**config.mk**
```make
export PLATFORM = sky130hd
export DESIGN_NAME = tccu_top
export DESIGN_NICKNAME = d
export VERILOG_FILES = /design/src/tccu_top.v /design/src/tccu_sync.v /design/src/tccu_presc.v
export VERILOG_INCLUDE_DIRS = /design/src /design/src/src
export SDC_FILE = /design/constraint.sdc
export NUM_CORES = 1
export LEC_CHECK = 0
export ABC_AREA = 1
export BUFFER_PORTS_ARGS = -buffer_cell sky130_fd_sc_hd__buf_2
export CELL_PAD_IN_SITES_DETAIL_PLACEMENT = 1
export CELL_PAD_IN_SITES_GLOBAL_PLACEMENT = 1
export CORE_UTILIZATION = 44
export DETAILED_ROUTE_END_ITERATION = 8
export PLACE_DENSITY_LB_ADDON = 0.2
export SYNTH_ARGS = -nofsm -noshare
export SYNTH_HDL_FRONTEND = slang
export SYNTH_HIERARCHICAL = 1
export SYNTH_SLANG_ARGS = --single-unit
```
**constraint.sdc**
```tcl
create_clock -name clock_in -period 3.2 [get_ports clock_in]
set_input_delay 0.64 -clock clock_in [delete_from_list [all_inputs] [get_ports clock_in]]
set_output_delay 0.64 -clock clock_in [all_outputs]
set_load 0.03 [all_outputs]
```
**src/tccu_defs.vh**
```
// Constants shared by the timer capture/compare unit design files
`ifndef TCCU_DEFS_VH
`define TCCU_DEFS_VH

// ====================================================================
// Geometry
// ====================================================================
`define TCCU_UNITS 5
`define TCCU_ADDR_W 5
`define TCCU_DATA_W 8

// ====================================================================
// Register map: unit n uses words n*4 .. n*4+3
// ====================================================================
`define TCCU_UNIT_STRIDE 5'h04
`define TCCU_OFF_CTRL 2'h0
`define TCCU_OFF_SRC 2'h1
`define TCCU_OFF_VAL_LO 2'h2
`define TCCU_OFF_VAL_HI 2'h3
`define TCCU_ADDR_FLAGS 5'h14
`define TCCU_ADDR_IRQ_EN 5'h15
`define TCCU_ADDR_TRIG_SEL 5'h16

// ====================================================================
// Control register fields
// ====================================================================
`define TCCU_CTRL_EN_BIT 7
`define TCCU_CTRL_OUT_BIT 5
`define TCCU_CTRL_FMT_BIT 4
`define TCCU_CTRL_WR_MASK 8'h9f
`define TCCU_CTRL_RST 8'h00
`define TCCU_SRC_RST 3'h0
`define TCCU_VAL_RST 16'h0000
`define TCCU_IRQ_EN_RST 5'h00
`define TCCU_TRIG_SEL_RST 3'h0

// ====================================================================
// Operating mode field encodings
// ====================================================================
`define TCCU_MODE_OFF 4'h0
`define TCCU_MODE_CMP_TOG_RST 4'h1
`define TCCU_MODE_CMP_TOG 4'h2
`define TCCU_MODE_CAP_FALL 4'h4
`define TCCU_MODE_CAP_RISE 4'h5
`define TCCU_MODE_CAP_RISE4 4'h6
`define TCCU_MODE_CAP_RISE16 4'h7
`define TCCU_MODE_CMP_SET 4'h8
`define TCCU_MODE_CMP_CLR 4'h9
`define TCCU_MODE_CMP_SWI 4'ha
`define TCCU_MODE_CMP_TRIG 4'hb

// ====================================================================
// Prescaler terminal counts (edges minus one)
// ====================================================================
`define TCCU_PRESC_TC4 4'h3
`define TCCU_PRESC_TC16 4'hf

`endif

```
**src/tccu_top.v**
```verilog
// Five capture/compare units against a 16-bit base timer, with register port
// Overview of operation
// - Five identical units, each with own registers
// - Capture copies 16-bit timer into value pair
// - Mode selects falling, rising, 4th, 16th edge
// - Capture sets flag; only software clears it
// - New capture overwrites unread old value
// - Source select picks one of eight sources
// - Pin level feeds capture even when output
// - Mode change may raise a spurious flag
// - Prescaler cleared when off, non-capture, reset
// - Prescaler switch alone does not clear counter
// - Sleep capture only while base timer runs
// - Compare value pair against timer, detect equality
// - Mode picks toggle, set, clear, trigger, interrupt
// - Match sets flag with pin action, trigger
// - Zero control write forces output latch low
// - Compare output also offered to peripherals
// - Match from selected unit triggers conversion
// - Match removed before reset edge cancels reset
// - Compare idle in sleep unless timer runs; wakes
//
// Added by the designer: strobed register access and the placing of the registers.
`timescale 1ns/1ps
`include "tccu_defs.vh"

module tccu_top (
    input wire clock_in,
    input wire srst_in,
    input wire [4:0] addr_in,
    input wire [7:0] wdata_in,
    input wire wr_in,
    input wire rd_in,
    output wire [7:0] rdata_out,
    input wire [15:0] base_timer_count_in,
    input wire timer_running_in,
    input wire sleep_in,
    input wire [4:0] unit_pin_in,
    input wire comparator_one_sync_out_in,
    input wire comparator_two_sync_out_in,
    input wire pin_change_interrupt_in,
    input wire logic_cell_one_out_in,
    input wire logic_cell_two_out_in,
    input wire logic_cell_three_out_in,
    input wire logic_cell_four_out_in,
    output wire [4:0] compare_out,
    output wire [4:0] unit_event_flag_out,
    output wire [4:0] irq_out,
    output wire wake_out,
    output wire adc_trigger_out,
    output wire timer_reset_out
);
    // ================================================================
    // Mode decoding helpers
    // ================================================================

    // True for the four capture encodings
    function f_is_capture;
        input [3:0] mode;
        begin
            f_is_capture = (mode == `TCCU_MODE_CAP_FALL) || (mode == `TCCU_MODE_CAP_RISE) ||
                           (mode == `TCCU_MODE_CAP_RISE4) || (mode == `TCCU_MODE_CAP_RISE16);
        end
    endfunction

    // True for every compare encoding
    function f_is_compare;
        input [3:0] mode;
        begin
            f_is_compare = (mode == `TCCU_MODE_CMP_TOG_RST) || (mode == `TCCU_MODE_CMP_TOG) ||
                           (mode == `TCCU_MODE_CMP_SET) || (mode == `TCCU_MODE_CMP_CLR) ||
                           (mode == `TCCU_MODE_CMP_SWI) || (mode == `TCCU_MODE_CMP_TRIG);
        end
    endfunction

    // Word address of a per-unit register
    function [4:0] f_unit_addr;
        input integer unit;
        input [1:0] off;
        begin
            f_unit_addr = {unit[2:0], off};
        end
    endfunction

    // ================================================================
    // Shared state
    // ================================================================
    reg [4:0] flag_q; // Sticky event flags, one per unit
    reg [4:0] irq_en_q; // Interrupt enables
    reg [2:0] trig_sel_q; // 0 none, 1..5 selects unit for conversion trigger
    reg [7:0] rdata_q; // Registered read data
    reg [4:0] irq_q; // Gated interrupts
    reg wake_q; // Wake request during sleep
    reg adc_trig_q; // Conversion trigger pulse
    reg timer_rst_q; // Base timer reset pulse
    wire [4:0] event_w; // Capture or match events this cycle
    wire [4:0] match_w; // First-cycle match events per unit
    wire [4:0] rst_pend_w; // Reset pending per unit
    wire [4:0] latch_w; // Compare output latches
    wire [39:0] ctrl_w; // Control registers, flattened
    wire [14:0] src_w; // Source selects, flattened
    wire [79:0] val_w; // Value pairs, flattened

    // sleep gating
    // Events only count while awake or the timer keeps counting
    wire active_w = !sleep_in || timer_running_in;

    // shared sources
    // Seven shared sources; the unit pin fills slot zero per unit
    wire [6:0] shared_src_w = {logic_cell_four_out_in, logic_cell_three_out_in,
                               logic_cell_two_out_in, logic_cell_one_out_in,
                               pin_change_interrupt_in, comparator_two_sync_out_in,
                               comparator_one_sync_out_in};

    // ================================================================
    // Per-unit logic
    // ================================================================
    genvar gi;
    generate
        for (gi = 0; gi < `TCCU_UNITS; gi = gi + 1) begin : g_unit
            reg [7:0] ctrl_q; // Enable, format, mode
            reg [2:0] src_q; // Capture source select
            reg [15:0] val_q; // Value register pair
            reg prev_q; // Previous synchronised source level
            reg match_prev_q; // Equality seen last cycle
            reg latch_q; // Compare output latch
            reg rst_pend_q; // Reset owed after a trigger edge
            wire [7:0] srcs_w; // Eight selectable sources
            wire raw_w; // Selected unsynchronised source
            wire sync_w; // Synchronised source
            wire rise_w; // Rising edge
            wire fall_w; // Falling edge
            wire presc_fire_w; // Prescaler output
            wire [3:0] mode_w; // Operating mode field
            wire en_w; // Unit enable
            wire cap_mode_w; // In a capture mode
            wire cmp_mode_w; // In a compare mode
            wire cap_evt_w; // Qualified capture
            wire match_now_w; // Live equality
            wire match_evt_w; // First cycle of equality
            reg cap_sel_w; // Edge chosen by mode
            wire wr_ctrl_w;
            wire wr_src_w;
            wire wr_lo_w;
            wire wr_hi_w;

            assign mode_w = ctrl_q[3:0];
            assign en_w = ctrl_q[`TCCU_CTRL_EN_BIT];
            assign cap_mode_w = f_is_capture(mode_w);
            assign cmp_mode_w = f_is_compare(mode_w);
            assign wr_ctrl_w = wr_in && (addr_in == f_unit_addr(gi, `TCCU_OFF_CTRL));
            assign wr_src_w = wr_in && (addr_in == f_unit_addr(gi, `TCCU_OFF_SRC));
            assign wr_lo_w = wr_in && (addr_in == f_unit_addr(gi, `TCCU_OFF_VAL_LO));
            assign wr_hi_w = wr_in && (addr_in == f_unit_addr(gi, `TCCU_OFF_VAL_HI));

            // pin level feeds capture
            // Pad level is used whatever the pin direction, so port writes can capture
            assign srcs_w = {shared_src_w, unit_pin_in[gi]};
            assign raw_w = srcs_w[src_q];

            tccu_sync u_sync (
                .clock_in(clock_in),
                .srst_in(srst_in),
                .async_in(raw_w),
                .sync_out(sync_w)
            );

            assign rise_w = sync_w && !prev_q;
            assign fall_w = !sync_w && prev_q;

            // Edge history; a source switch may fake an edge
            always @(posedge clock_in) begin
                if (srst_in) begin
                    prev_q <= 1'b0;
                end else begin
                    prev_q <= sync_w;
                end
            end

            // only off, non-capture, reset or a completed group clears it
            tccu_presc u_presc (
                .clock_in(clock_in),
                .srst_in(srst_in),
                .clear_in(!en_w || !cap_mode_w),
                .edge_in(rise_w && active_w),
                .term_in((mode_w == `TCCU_MODE_CAP_RISE16) ? `TCCU_PRESC_TC16
                                                           : `TCCU_PRESC_TC4),
                .fire_out(presc_fire_w)
            );

            always @* begin
                case (mode_w)
                    `TCCU_MODE_CAP_FALL: cap_sel_w = fall_w;
                    `TCCU_MODE_CAP_RISE: cap_sel_w = rise_w;
                    `TCCU_MODE_CAP_RISE4: cap_sel_w = presc_fire_w;
                    `TCCU_MODE_CAP_RISE16: cap_sel_w = presc_fire_w;
                    default: cap_sel_w = 1'b0;
                endcase
            end

            assign cap_evt_w = en_w && cap_mode_w && active_w && cap_sel_w;

            assign match_now_w = (val_q == base_timer_count_in);
            // compare idle in sleep without timer
            assign match_evt_w = en_w && cmp_mode_w && active_w && match_now_w && !match_prev_q;

            // Edge of equality so a stalled timer yields one match
            always @(posedge clock_in) begin
                if (srst_in) begin
                    match_prev_q <= 1'b0;
                end else begin
                    match_prev_q <= match_now_w;
                end
            end

            // Control and source registers
            always @(posedge clock_in) begin
                if (srst_in) begin
                    ctrl_q <= `TCCU_CTRL_RST;
                    src_q <= `TCCU_SRC_RST;
                end else begin
                    if (wr_ctrl_w) begin
                        ctrl_q <= wdata_in & `TCCU_CTRL_WR_MASK;
                    end
                    if (wr_src_w) begin
                        src_q <= wdata_in[2:0];
                    end
                end
            end

            // overwrite without protection
            // A capture in the same cycle as a software write wins
            always @(posedge clock_in) begin
                if (srst_in) begin
                    val_q <= `TCCU_VAL_RST;
                end else if (cap_evt_w) begin
                    val_q <= base_timer_count_in;
                end else begin
                    if (wr_lo_w) begin
                        val_q[7:0] <= wdata_in;
                    end
                    if (wr_hi_w) begin
                        val_q[15:8] <= wdata_in;
                    end
                end
            end

            always @(posedge clock_in) begin
                if (srst_in) begin
                    latch_q <= 1'b0;
                end else if (wr_ctrl_w && (wdata_in == 8'h00)) begin
                    latch_q <= 1'b0;
                end else if (match_evt_w) begin
                    case (mode_w)
                        `TCCU_MODE_CMP_TOG_RST: latch_q <= !latch_q;
                        `TCCU_MODE_CMP_TOG: latch_q <= !latch_q;
                        `TCCU_MODE_CMP_SET: latch_q <= 1'b1;
                        `TCCU_MODE_CMP_CLR: latch_q <= 1'b0;
                        default: latch_q <= latch_q;
                    endcase
                end
            end

            // reset owed one edge after the match
            always @(posedge clock_in) begin
                if (srst_in) begin
                    rst_pend_q <= 1'b0;
                end else begin
                    rst_pend_q <= match_evt_w && ((mode_w == `TCCU_MODE_CMP_TOG_RST) ||
                                                  (mode_w == `TCCU_MODE_CMP_TRIG));
                end
            end

            assign event_w[gi] = cap_evt_w || match_evt_w;
            assign match_w[gi] = match_evt_w;
            assign rst_pend_w[gi] = rst_pend_q && match_now_w;
            assign latch_w[gi] = latch_q;
            assign ctrl_w[gi*8 +: 8] = {ctrl_q[7:6], latch_q, ctrl_q[4:0]};
            assign src_w[gi*3 +: 3] = src_q;
            assign val_w[gi*16 +: 16] = val_q;
        end
    endgenerate

    // ================================================================
    // Flags, enables and trigger select
    // ================================================================
    wire wr_flags_w = wr_in && (addr_in == `TCCU_ADDR_FLAGS);

    // sticky flags, write one to clear
    // A new event in the clearing cycle keeps its flag set
    always @(posedge clock_in) begin
        if (srst_in) begin
            flag_q <= 5'h00;
        end else if (wr_flags_w) begin
            flag_q <= (flag_q & ~wdata_in[4:0]) | event_w;
        end else begin
            flag_q <= flag_q | event_w;
        end
    end

    // Software-written configuration
    always @(posedge clock_in) begin
        if (srst_in) begin
            irq_en_q <= `TCCU_IRQ_EN_RST;
            trig_sel_q <= `TCCU_TRIG_SEL_RST;
        end else begin
            if (wr_in && (addr_in == `TCCU_ADDR_IRQ_EN)) begin
                irq_en_q <= wdata_in[4:0];
            end
            if (wr_in && (addr_in == `TCCU_ADDR_TRIG_SEL)) begin
                trig_sel_q <= wdata_in[2:0];
            end
        end
    end

    // ================================================================
    // Output pulses and levels
    // ================================================================

    always @(posedge clock_in) begin
        if (srst_in) begin
            adc_trig_q <= 1'b0;
            timer_rst_q <= 1'b0;
            irq_q <= 5'h00;
            wake_q <= 1'b0;
        end else begin
            adc_trig_q <= (trig_sel_q != 3'h0) && (trig_sel_q <= 3'h5) &&
                          match_w[trig_sel_q - 3'h1];
            // reset only if match still holds
            timer_rst_q <= |rst_pend_w;
            irq_q <= flag_q & irq_en_q;
            wake_q <= sleep_in && (|(flag_q & irq_en_q));
        end
    end

    // latch offered to pin routing and peripherals
    assign compare_out = latch_w;
    assign unit_event_flag_out = flag_q;
    assign irq_out = irq_q;
    assign wake_out = wake_q;
    assign adc_trigger_out = adc_trig_q;
    assign timer_reset_out = timer_rst_q;

    // ================================================================
    // Read port
    // ================================================================
    wire [2:0] rd_unit_w = addr_in[4:2];

    // Data stands in the cycle after the strobe only; unmapped reads zero
    always @(posedge clock_in) begin
        if (srst_in) begin
            rdata_q <= 8'h00;
        end else if (!rd_in) begin
            rdata_q <= 8'h00;
        end else if (rd_unit_w < 3'h5) begin
            case (addr_in[1:0])
                `TCCU_OFF_CTRL: rdata_q <= ctrl_w[rd_unit_w*8 +: 8];
                `TCCU_OFF_SRC: rdata_q <= {5'h00, src_w[rd_unit_w*3 +: 3]};
                `TCCU_OFF_VAL_LO: rdata_q <= val_w[rd_unit_w*16 +: 8];
                `TCCU_OFF_VAL_HI: rdata_q <= val_w[rd_unit_w*16 + 8 +: 8];
                default: rdata_q <= 8'h00;
            endcase
        end else begin
            case (addr_in)
                `TCCU_ADDR_FLAGS: rdata_q <= {3'h0, flag_q};
                `TCCU_ADDR_IRQ_EN: rdata_q <= {3'h0, irq_en_q};
                `TCCU_ADDR_TRIG_SEL: rdata_q <= {5'h00, trig_sel_q};
                default: rdata_q <= 8'h00;
            endcase
        end
    end

    assign rdata_out = rdata_q;
endmodule

```
**src/tccu_sync.v**
```verilog
// Two-flop synchroniser for one capture source level
`timescale 1ns/1ps

module tccu_sync (
    input wire clock_in,
    input wire srst_in,
    input wire async_in,
    output wire sync_out
);
    // ================================================================
    // Synchroniser chain
    // ================================================================
    reg meta_q; // First stage, read only by the second
    reg sync_q; // Second stage, safe to use

    // Two stages bound metastability to a negligible rate
    always @(posedge clock_in) begin
        if (srst_in) begin
            meta_q <= 1'b0;
            sync_q <= 1'b0;
        end else begin
            meta_q <= async_in;
            sync_q <= meta_q;
        end
    end

    assign sync_out = sync_q;
endmodule

```
**src/tccu_presc.v**
```verilog
// Capture edge prescaler: fires on every Nth rising edge
`timescale 1ns/1ps
`include "tccu_defs.vh"

module tccu_presc (
    input wire clock_in,
    input wire srst_in,
    input wire clear_in,
    input wire edge_in,
    input wire [3:0] term_in,
    output wire fire_out
);
    // ================================================================
    // Edge counter
    // ================================================================
    reg [3:0] count_q; // Edges seen since last fire

    // Fires combinationally on the edge that completes the group
    assign fire_out = edge_in && (count_q == term_in);

    // Counter is not cleared by a change of term alone
    always @(posedge clock_in) begin
        if (srst_in || clear_in) begin
            count_q <= 4'h0;
        end else if (fire_out) begin
            count_q <= 4'h0;
        end else if (edge_in) begin
            count_q <= count_q + 4'h1;
        end
    end
endmodule

```
==> metrics <==
Clock Tree Root=clkbuf_16; post-CTS setup buffers=0; Max-Cap Viols=0; vias in the first global route=13600; number of H-tree levels=1; Hold Buf Count CTS=0; Area growth syn-to-layout=11.4%; Residual DRC=0; routed wire length=49200 µm; Final #Nets=2083; TNS Setup=0 ns; crit path max-delay cell type=dfxtp_1; PwrDens=431 mW/mm²; Total GRT Usage=34.0%; Clock Pin Slew Worst Setup and Hold Paths=0.06 ns; DIE WIDTH=171 µm; Worst Setup Path Type=reg2reg; Core ar.=0.0279 mm²; detail-routed net length per standard cell=20.3 µm; row cnt=61; hold path endpoint=wake_out$_SDFF_PP0_; Setup Skew=0.00976 ns; Tot Pwr=6.03 mW; Mean Syn Cell Area=6.35 µm²; sequential share of the synthesized area=32.5%; crit path max fanout=42; number of antenna diodes=0; pre-CTS WS=0.362 ns; Max Fclk=373 MHz; Post-Place Cells=2379; peak supply drop=0.000388 V; clock sinks=204; Worst Tran Pin Value=0.700 ns; FILL cells=3903; Mapped Area=0.0126 mm²; final hold violations=0; Rel. slew slack=53.3%; CP required=3.68 ns; commonest non-fill, non-tap cell in the layout=nand2_1; grt total ovfl=0; crit end category=register; port bufs=72; starting DRC count in detailed routing=932; Die Ht=171 µm; fin. max-slew vios=0; cell area after layout=0.0140 mm²; Synth warnings=6; Final ANT Viol Nets=0; Post-Route Utilization=50.1%; unrepaired setup endpoints after global routing=no; CP top delay family=simple AND/OR/NAND/NOR gates; CTS Buf Count=25; CTS tree=done; CP dominant cell by count=nand2_1; First-pass DRT Iterations=6; Post-CTS Resized=0; Final min period=2.68 ns; starting density of the core=44.9%; Die Area=0.0292 mm²; Detailed Place HPWL=35400 µm; R2R Setup Slk=0.52 ns; first-pass GRT wire length=76400 µm; Crit path buffers/inverters=3; Finished Layout Cells=2424; placed cell area=0.0132 mm²; I/O pin total=73; layout cell share with drive strength beyond 1=10.8%; hold_sp=sleep_in; fin crit share=83.7%; largest net degree at the start of global routing=62; commonest cells after routing, fill and taps aside=nand2_1, inv_1, nor2_1; cells along the critical path=nand2_1, nor3_1, nand2_1, nand2_1, nor2_2, nand3_2, inv_1, a22oi_1, o21ai_0, nand2_1, buf_4, nand3_1, o211ai_1, nand2_1, inv_1; Placer Congestion=0.933; initial antenna violation count=0; detailed-route via count=13600; Worst Slack Setup Final=0.521 ns; Min-Delay Path Class=in2reg; max incr delay on CP=0.43 ns; Syn Inst Count=1978; Netlist cell types=45; RR Endpoint=g_unit[2].val_q[0]$_SDFFE_PP0P_; Clock Latency Late Sink=0.53 ns; data arrival time of the worst path=3.16 ns; Longest Clk Path Bufs=3; P_leak=6.30 nW; Setup violations, final=0; WHS=0.361 ns; hold path cells=3; status=complete, no violations; R2R cell count=15; Via density=5.62; Worst R2R Start=g_unit[2].ctrl_q[1]$_SDFFE_PP0P_; flop and latch count out of synthesis=204; startpoint types=register
==> kinds of logic (layout without fill, tap and decap cells) <==
family	count (synthesis)	in the layout	synth area share (%)
fa+ha+maj	8	8	0.798
buf+inv	402	451	13.4
simple gates	904	904	31.6
compound gates	405	405	17.9
flops	204	204	32.5
other cells	1	20	0.0299
xor+xnor	54	54	3.77
==> where the power goes <==
group | switching (mW) | internal [mW] | total [mW]
Sequential | 0.0219 | 2.57 | 2.59
Clock | 1.17 | 1.66 | 2.83
Combinational | 0.447 | 0.164 | 0.611
Total | 1.64 | 4.39 | 6.03
==> sequential cells by signal, indices dropped and copies added, names as in the netlist <==
register / count
g_unit.val_q: 80
g_unit.ctrl_q: 30
g_unit.u_presc/count_q: 20
g_unit.src_q: 15
rdata_out: 8
g_unit.latch_q: 5
g_unit.match_prev_q: 5
g_unit.prev_q: 5
g_unit.rst_pend_q: 5
g_unit.u_sync/meta_q: 5
g_unit.u_sync/sync_out: 5
irq_en_q: 5
irq_out: 5
unit_event_flag_out: 5
trig_sel_q: 3
adc_trigger_out: 1
timer_reset_out: 1
wake_out: 1
==> synthesized netlist by cell type, drive strengths merged <==
library cell  number  share of area [%]
a211oi             3               0.18
a21o               1              0.060
a21oi            101                4.0
a221oi             1              0.070
a22oi              4               0.24
a2bb2oi            3               0.21
a31oi              6               0.30
a41oi              1              0.070
and2               1              0.050
and3               1              0.050
buf               65                3.3
clkbuf            41                1.2
conb               1              0.030
dfxtp            204                 33
ha                 8               0.80
inv              296                8.9
nand2            418                 13
nand3            181                7.4
nand4             14               0.70
nor2             232                8.3
nor3              54                2.2
nor3b              1              0.060
nor4               2               0.10
o2111ai            1              0.070
o211ai            55                3.3
o21a               1              0.060
o21ai            212                8.5
o221a              1              0.090
o221ai             1              0.070
o22ai             12               0.60
o31ai              2               0.12
xnor2             30                2.1
xor2              24                1.7
==> worst max path at each step <==
stage	from	end	slack, ns	depth (start not counted)
floorplan	sleep_in	g_unit[1].val_q[2]$_SDFFE_PP0P_	0.58	16
global placement	sleep_in	g_unit[3].val_q[0]$_SDFFE_PP0P_	0.47	16
detailed placement	sleep_in	g_unit[3].val_q[3]$_SDFFE_PP0P_	0.36	16
CTS	g_unit[2].ctrl_q[1]$_SDFFE_PP0P_	g_unit[2].val_q[0]$_SDFFE_PP0P_	0.54	15
global route	g_unit[2].ctrl_q[1]$_SDFFE_PP0P_	g_unit[2].val_q[0]$_SDFFE_PP0P_	0.27	15
finish	g_unit[2].ctrl_q[1]$_SDFFE_PP0P_	g_unit[2].val_q[0]$_SDFFE_PP0P_	0.52	15
==> cell type report <==
cell class / count / area, µm² / share of cell area [%]
Clock buffer: 38 / 734 / 5.25
Clock inverter: 7 / 66.3 / 0.474
Inverter: 296 / 1110 / 7.97
Multi-Input combinational cell: 1391 / 6860 / 49.0
Sequential cell: 204 / 4080 / 29.2
Tap cell: 378 / 473 / 3.38
Timing Repair Buffer: 110 / 658 / 4.71
==> worst register-to-register path, cell delays in order, from the launching register on <==
cell and delay [ns]:
dfxtp_1 0.43, nand2_1 0.13, nor3_1 0.43, nand2_1 0.12
nand2_1 0.10, nor2_2 0.04, nand3_2 0.06, inv_1 0.04
a22oi_1 0.16, o21ai_0 0.10, nand2_1 0.14, buf_4 0.41
nand3_1 0.19, o211ai_1 0.15, nand2_1 0.07, inv_1 0.05
==> layer usage <==
| metal | GRT usage [%] | vias up | share of wire [%] |
|---|---|---|---|
| met2 | 58.7 | 475 | 47 |
| met5 | 0 | - | 0 |
| met3 | 4.70 | 144 | 5.7 |
| met1 | 41.4 | 6559 | 41 |
| met4 | 16.8 | 0 | 5.4 |
| li1 | - | 6439 | - |
Note: power is estimated with default switching activity, not from simulation.
